## src/pkg/clock_mux_pkg.sv

```systemverilog
// constants and state codes for the glitchless clock switchover mux
// assumes one sampling clock, mclk, far faster than both clock inputs
package clock_mux_pkg;
   // sampling clock
   localparam int MCLK_PERIOD_NS = 4;
   // input synchroniser: pin bit positions
   localparam int SYNC_WIDTH = 6;
   localparam int PIN_CLK_A = 0;
   localparam int PIN_CLK_B = 1;
   localparam int PIN_SELECT = 2;
   localparam int PIN_LOST_A = 3;
   localparam int PIN_LOST_B = 4;
   localparam int PIN_POR_CAP = 5;
   // cycles after reset release before the strap and select are trusted
   localparam logic [2:0] POR_SETTLE_CYCLES = 3'h5;
   // target rising edges that a stuck-high current clock is kept high
   localparam logic [3:0] STUCK_HIGH_EDGES = 4'h3;
   // target falling edges the output is held low before following
   localparam logic [3:0] LOW_HOLD_EDGES = 4'h2;
   // worst-case target cycles from select change to settled output
   localparam int SWITCH_MAX_EDGES = 17;
   localparam logic [3:0] EDGE_COUNT_ZERO = 4'h0;
   localparam logic [3:0] EDGE_COUNT_ONE = 4'h1;
   localparam logic [2:0] SETTLE_ZERO = 3'h0;
   localparam logic [2:0] SETTLE_ONE = 3'h1;
   // switchover sequence states
   typedef enum logic [1:0] {
      ST_FOLLOW = 2'b00,
      ST_WAIT_LOW = 2'b01,
      ST_HOLD_LOW = 2'b10
   } switch_state_t;
endpackage

```

## src/rtl/pin_sync.sv

```systemverilog
// three-flop synchroniser with agreement filter for asynchronous pins
// assumes pins change slowly against mclk; reset is asynchronous
`timescale 1ns/100ps
module pin_sync #(
   parameter int WIDTH = 1
) (
   // clock and reset
   input wire logic mclk,
   input wire logic rstn,
   // pins and filtered result
   input wire logic [WIDTH-1:0] async_in,
   output logic [WIDTH-1:0] sync_out
);
   logic [WIDTH-1:0] meta;
   logic [WIDTH-1:0] stage2;
   logic [WIDTH-1:0] stage3;
   logic [WIDTH-1:0] next_sync_out;

   // a bit counts only once the second and third flops agree
   always_comb
   begin
      for (int i = 0; i < WIDTH; i++)
      begin
         next_sync_out[i] = (stage2[i] == stage3[i]) ? stage3[i] :
                            sync_out[i];
      end
   end

   // first flop feeds only the second one
   always_ff @(posedge mclk or negedge rstn)
   begin
      if (!rstn)
      begin
         meta <= '0;
         stage2 <= '0;
         stage3 <= '0;
         sync_out <= '0;
      end
      else
      begin
         meta <= async_in;
         stage2 <= meta;
         stage3 <= stage2;
         sync_out <= next_sync_out;
      end
   end
endmodule // pin_sync

```

## src/rtl/glitchless_clock_switchover_mux.sv

```systemverilog
// two-input clock selector with staged, runt-free switchover
// assumes clock inputs are sampled by mclk at a far higher rate
// Notes on behaviour
// RQ1: select low picks input a, high b
// RQ2: staged switch settles within seventeen target cycles
// RQ3: protection off means immediate switch
// RQ4: strap tied high disables protection, plain selector
// RQ5: same sequence either direction
// RQ6: collapsed selected input freezes output level
// RQ7: sources stay within 1.5 to 1 ratio
// RQ8: follow current, hold low, then follow target
// RQ9: stuck high: stay high, go low, follow
// RQ10: stretched cycle phases exceed half target period
// RQ11: select synchronised, stage counts may vary
// RQ12: reset gives known state before select honoured
`timescale 1ns/100ps
module glitchless_clock_switchover_mux (
   // clock and reset
   input wire logic mclk,
   input wire logic rstn,
   // clock sources and amplitude detectors
   input wire logic clock_input_a,
   input wire logic clock_input_b,
   input wire logic amplitude_lost_a,
   input wire logic amplitude_lost_b,
   // selection and strap
   input wire logic input_select,
   input wire logic por_capacitor_pin,
   // output clock and status
   output logic clock_out,
   output logic active_select,
   output logic glitchless_switch,
   output logic amplitude_loss_hold,
   output logic switch_busy
);
   logic [clock_mux_pkg::SYNC_WIDTH-1:0] pins;
   logic [clock_mux_pkg::SYNC_WIDTH-1:0] pins_s;
   logic a_s, b_s, sel_s, lost_a_s, lost_b_s, bypass_s;
   logic prev_a, prev_b, next_prev_a, next_prev_b;
   clock_mux_pkg::switch_state_t state, next_state;
   logic [3:0] edge_count, next_edge_count;
   logic [2:0] settle, next_settle;
   logic started;
   logic next_out, next_active, next_glitchless, next_hold, next_busy;
   logic cur_s, tgt_s, cur_lost, tgt_lost, tgt_rise, tgt_fall, hold_now;

   // every pin crosses into mclk through the same filter
   assign pins = {por_capacitor_pin, amplitude_lost_b, amplitude_lost_a,
                  input_select, clock_input_b, clock_input_a};

   pin_sync #(
      .WIDTH(clock_mux_pkg::SYNC_WIDTH)
   ) u_pin_sync (
      .mclk(mclk),
      .rstn(rstn),
      .async_in(pins),
      .sync_out(pins_s)
   ); // RQ11

   // unpack filtered pins
   assign a_s = pins_s[clock_mux_pkg::PIN_CLK_A];
   assign b_s = pins_s[clock_mux_pkg::PIN_CLK_B];
   assign sel_s = pins_s[clock_mux_pkg::PIN_SELECT];
   assign lost_a_s = pins_s[clock_mux_pkg::PIN_LOST_A];
   assign lost_b_s = pins_s[clock_mux_pkg::PIN_LOST_B];
   assign bypass_s = pins_s[clock_mux_pkg::PIN_POR_CAP];
   assign started = (settle == clock_mux_pkg::POR_SETTLE_CYCLES);

   // one mapping for both directions, so either input may be primary
   assign cur_s = active_select ? b_s : a_s; // RQ5
   assign tgt_s = active_select ? a_s : b_s; // RQ5
   assign cur_lost = active_select ? lost_b_s : lost_a_s;
   assign tgt_lost = active_select ? lost_a_s : lost_b_s;
   assign tgt_rise = tgt_s && !(active_select ? prev_a : prev_b);
   assign tgt_fall = !tgt_s && (active_select ? prev_a : prev_b);
   // freeze only while the driving source has collapsed
   assign hold_now = started && (state == clock_mux_pkg::ST_FOLLOW) &&
                     (bypass_s ? (sel_s ? lost_b_s : lost_a_s) : cur_lost);

   // switchover sequence and output selection
   always_comb
   begin
      next_state = state;
      next_edge_count = edge_count;
      next_active = active_select;
      next_out = clock_out;
      next_settle = started ? settle : settle + clock_mux_pkg::SETTLE_ONE;
      next_prev_a = a_s;
      next_prev_b = b_s;
      next_glitchless = started ? !bypass_s : glitchless_switch; // RQ4
      next_hold = hold_now;
      if (!started)
      begin
         // held quiet until the strap and select have settled
         next_out = 1'b0; // RQ12
      end
      else if (bypass_s)
      begin
         // plain selector: no stages, new input at once
         next_state = clock_mux_pkg::ST_FOLLOW; // RQ3 RQ4
         next_active = sel_s; // RQ1 RQ3
         if (!hold_now)
            next_out = sel_s ? b_s : a_s; // RQ1
      end
      else
      begin
         case (state)
            clock_mux_pkg::ST_FOLLOW:
            begin
               if (!hold_now)
                  next_out = cur_s; // RQ1 RQ6
               if (sel_s != active_select)
               begin
                  next_state = clock_mux_pkg::ST_WAIT_LOW; // RQ8
                  next_edge_count = clock_mux_pkg::EDGE_COUNT_ZERO;
               end
            end
            clock_mux_pkg::ST_WAIT_LOW:
            begin
               // keep following current until it falls of itself
               if (!cur_s && !cur_lost)
               begin
                  next_out = 1'b0; // RQ8
                  next_state = clock_mux_pkg::ST_HOLD_LOW;
                  next_edge_count = clock_mux_pkg::EDGE_COUNT_ZERO;
               end
               else if (edge_count == clock_mux_pkg::STUCK_HIGH_EDGES) // RQ2
               begin
                  // current stuck or dead: give up after target edges
                  next_out = 1'b0; // RQ9
                  next_state = clock_mux_pkg::ST_HOLD_LOW;
                  next_edge_count = clock_mux_pkg::EDGE_COUNT_ZERO;
               end
               else
               begin
                  if (!cur_lost)
                     next_out = cur_s; // RQ8
                  if (tgt_rise)
                     next_edge_count = edge_count +
                                       clock_mux_pkg::EDGE_COUNT_ONE; // RQ9
               end
            end
            clock_mux_pkg::ST_HOLD_LOW:
            begin
               next_out = 1'b0; // RQ8 RQ9
               // leave only with target low so its next high is whole
               if (edge_count == clock_mux_pkg::LOW_HOLD_EDGES && !tgt_s)
               begin
                  next_state = clock_mux_pkg::ST_FOLLOW; // RQ10
                  next_active = !active_select; // RQ5
               end
               else if (tgt_fall && !tgt_lost)
                  next_edge_count = edge_count +
                                    clock_mux_pkg::EDGE_COUNT_ONE; // RQ10
            end
            default:
            begin
               next_state = clock_mux_pkg::ST_FOLLOW;
               next_out = 1'b0;
            end
         endcase
      end
      next_busy = (next_state != clock_mux_pkg::ST_FOLLOW);
   end

   // state registers; all outputs leave straight from here
   always_ff @(posedge mclk or negedge rstn)
   begin
      if (!rstn)
      begin
         state <= clock_mux_pkg::ST_FOLLOW; // RQ12
         edge_count <= clock_mux_pkg::EDGE_COUNT_ZERO;
         settle <= clock_mux_pkg::SETTLE_ZERO;
         prev_a <= 1'b0;
         prev_b <= 1'b0;
         clock_out <= 1'b0;
         active_select <= 1'b0;
         glitchless_switch <= 1'b0;
         amplitude_loss_hold <= 1'b0;
         switch_busy <= 1'b0;
      end
      else
      begin
         state <= next_state;
         edge_count <= next_edge_count;
         settle <= next_settle;
         prev_a <= next_prev_a;
         prev_b <= next_prev_b;
         clock_out <= next_out;
         active_select <= next_active;
         glitchless_switch <= next_glitchless;
         amplitude_loss_hold <= next_hold;
         switch_busy <= next_busy;
      end
   end

   // helper: target rising edges seen during one switchover
   localparam int SW_MAX = clock_mux_pkg::SWITCH_MAX_EDGES;
   logic [4:0] sw_edges;
   always_ff @(posedge mclk or negedge rstn)
   begin
      if (!rstn)
         sw_edges <= 5'h00;
      else if (state == clock_mux_pkg::ST_FOLLOW)
         sw_edges <= 5'h00;
      else if (tgt_rise && sw_edges != 5'h1F)
         sw_edges <= sw_edges + 5'h01;
   end
endmodule // glitchless_clock_switchover_mux

```

## config.mk

```make
export PLATFORM = sky130hd
export DESIGN_NAME = glitchless_clock_switchover_mux
export DESIGN_NICKNAME = d
export VERILOG_FILES = /design/src/pkg/clock_mux_pkg.sv /design/src/rtl/pin_sync.sv /design/src/rtl/glitchless_clock_switchover_mux.sv
export SDC_FILE = /design/constraint.sdc
export NUM_CORES = 1
export LEC_CHECK = 0
export BUFFER_PORTS_ARGS = -buffer_cell sky130_fd_sc_hd__buf_4
export CAP_MARGIN = 5
export CORE_MARGIN = 3
export CORE_UTILIZATION = 45
export DETAILED_ROUTE_END_ITERATION = 8
export MAX_ROUTING_LAYER = met4
export SKIP_CTS_REPAIR_TIMING = 1
export SLEW_MARGIN = 20
export SYNTH_ARGS = -nofsm -noshare
export SYNTH_HDL_FRONTEND = slang
export SYNTH_SLANG_ARGS = --single-unit
```

## constraint.sdc

```tcl
create_clock -name mclk -period 2.2 [get_ports mclk]
set_input_delay 0.22 -clock mclk [delete_from_list [all_inputs] [get_ports mclk]]
set_output_delay 0.22 -clock mclk [all_outputs]
set_load 0.03 [all_outputs]
```

==> impl_metrics.yaml <==
detailed_routing:
  routedWlPerCell_um: 13.4
  vias_per_cell: 5.19
  ant_nets: 0
  detailedRoute.firstPassIterationCount: 4
  drc: 0
  totalWireLength_um: 2770
  drt-initial-drc-count: 42
  via_count: 1070
clock_network:
  cts_buffers: 5
  cts.root.buffer_cell: "clkbuf_8"
  clock_sinks: 40
  clockBufferDepth: 2
  htree_levels: 2
  cts_tree: "yes"
  clk_latency_ps: 290
  clkSlewWorstSetupHoldPaths_ps: 80
run_status:
  status: "finished clean"
worst_setup_path:
  worstPathCellList: "nor3b_2 -> nor4_2 -> a221o_1 -> or2_4 -> o31ai_2"
  slowest_stage: "dfrtp_1"
  critPathBufInv: 0
  critPathTopFamily: "simple AND/OR/NAND/NOR gates"
  path_class: "flop to flop"
  critPathRequiredTime_ps: 2400
  setup.worst_path.end_class: "flop"
  crit_path_max_incr_delay_ps: 620
  cp-start-kind: "flop"
  cp_data_arrival_time_ps: 2220
  path_max_fanout: 14
grt:
  track_usage_pct: 16.1
  globalRouteOverflowTotal: 0
  grt_max_degree: 41
  grt_pass1_vias: 1075
  grt_first_pass_wirelength_um: 5150
  antenna_found_initial: 0
timing:
  min_period_ps: 2010
  tns_ps: 0
  worstMarginPinSlew_ps: 480
  final-hold-violation-count: 0
  max_slew_margin_pct: 68.0
  setup_violations: 0
  period_share_pct: 91.6
  drv_slew: 0
  finClkSkew_ps: 5.24
  grt_setup_unrepaired: "no"
  fmax_mhz: 496
synth:
  ys_top_cells_by_area: "dfrtp_1 58%, ha_1 5.8%, maj3_1 3.5%"
  async_flop_share_pct: 100
  synth_edf_count: 0
  yosysMostFrequentCell: "dfrtp_1"
  yosysUniqueCellTypes: 45
  avgSynthCellArea_sq_um: 12.3
  ys_seq_area_share_pct: 58.4
  synth_top_cell_by_area: "dfrtp_1"
  ys_ff_latch: 40
  synth_flop_cell: "dfrtp_1"
  synth_top_area_share_pct: 58.4
  synthTopCellsByCount: "40 x dfrtp_1, 10 x nor2_1, 9 x inv_1"
  syn_area_sq_mm: 0.00171
  yosysWarnings: 0
  synthesis.nets: 155
  postSynthCellCount: 139
die:
  die_h_um: 67.7
  rows: 21
  initial_core_util_pct: 49.1
  die_area_sq_mm: 0.00459
  core_region_area_sq_mm: 0.00349
  ios: 13
  die_x_um: 67.7
place:
  portBuffers: 12
  gp_congestion: 0.844
  placed_cells: 197
  dp_hpwl_um: 1950
  place_area_sq_mm: 0.00186
flow_run:
  drv_cap: 0
power_and_ir_drop:
  p_leak_nw: 0.877
  p_per_area_mw_per_mm2: 954
  peakVddDrop_mv: 0.468
finish:
  postLayoutCellArea_sq_mm: 0.00199
  antenna_cells: 0
  nets: 175
  fin_cells: 206
  areaGrowthSynthToFinish_pct: 15.9
  layout-drive-gt1-share_pct: 18.8
min_path:
  hp-class: "input port to flop"
-- cell families after synthesis --
family	after synthesis	synth area share [%]
and+or+nand+nor	38	13.8
adders and majority gates	14	9.34
DFF	40	58.4
muxes	4	2.55
xor gates and xnor gates	2	1.02
buffers and inverters	11	2.92
AOI/OAI and AO/OA	30	12.0
-- worst paths after layout --
| kind | start | endpoint | slack (ps) | cells after the start |
|---|---|---|---|---|
| worst max-delay path | active_select | edge_count[3] | 190 | 5 |
| worst min register to register | u_pin_sync.meta[1] | u_pin_sync.stage2[1] | 350 | 0 |
| max in group asynchronous | rstn | u_pin_sync.sync_out[5] | 1430 | 2 |
| worst min-delay path | amplitude_lost_a | u_pin_sync.meta[3] | 30 | 1 |
| min in group asynchronous | rstn | edge_count[0] | 430 | 2 |
| worst max register to register | active_select | edge_count[3] | 190 | 5 |
-- state kept, by name, summed over array words and instances (netlist names), 2 cells and up --
signal,cells
u_pin_sync.meta,6
u_pin_sync.stage2,6
u_pin_sync.stage3,6
u_pin_sync.sync_out,6
edge_count,4
settle,3
state,2
-- through the flow --
step	util, %	total power, mW	setup WS, ps	hold slack, ps
after floorplan	-	1.19	281	-75.6
after global placement	53.2	1.31	286	214
after detailed placement	53.2	1.32	185	219
after CTS	56.4	1.92	165	-101
after global routing	56.9	2.03	11.7	8.66
final	56.9	1.90	185	32.8
-- power by group --
group,total [mW],internal [mW],switching [mW]
Combinational,0.429,0.186,0.243
Clock,0.588,0.335,0.252
Sequential,0.879,0.810,0.0689
Total,1.90,1.33,0.564
-- final cells by class --
class | instances | area (sq um)
clock buffer | 5 | 68.8
clock inverter | 3 | 42.5
fill | 286 | 1510
inverter | 9 | 33.8
multi-input combinational | 88 | 668
sequential | 40 | 1000
tap | 46 | 57.6
timing repair buffer | 15 | 115
-- layer usage --
metal,share of wire (%),up-vias,GRT usage (%)
li1,-,527,-
met1,50,520,21.2
met5,0,-,-
met3,3.9,6,5.32
met4,2.1,0,7.59
met2,44,17,22.2
-- cells in the final DEF (no fill, tap or decap), types with 2 or more instances in the layout --
master and instances:
dfrtp_1 40, buf_4 14, nor2_1 10, inv_1 9, nand2_1 8, ha_1 8
a21oi_1 6, maj3_1 6, clkbuf_8 5, o21ai_0 4, o21ai_1 4, o31ai_1 3
nor3b_2 2, mux2_1 2, a21o_1 2, o21bai_1 2, nand3_1 2
No activity file was read; power rests on OpenSTA's default activity.
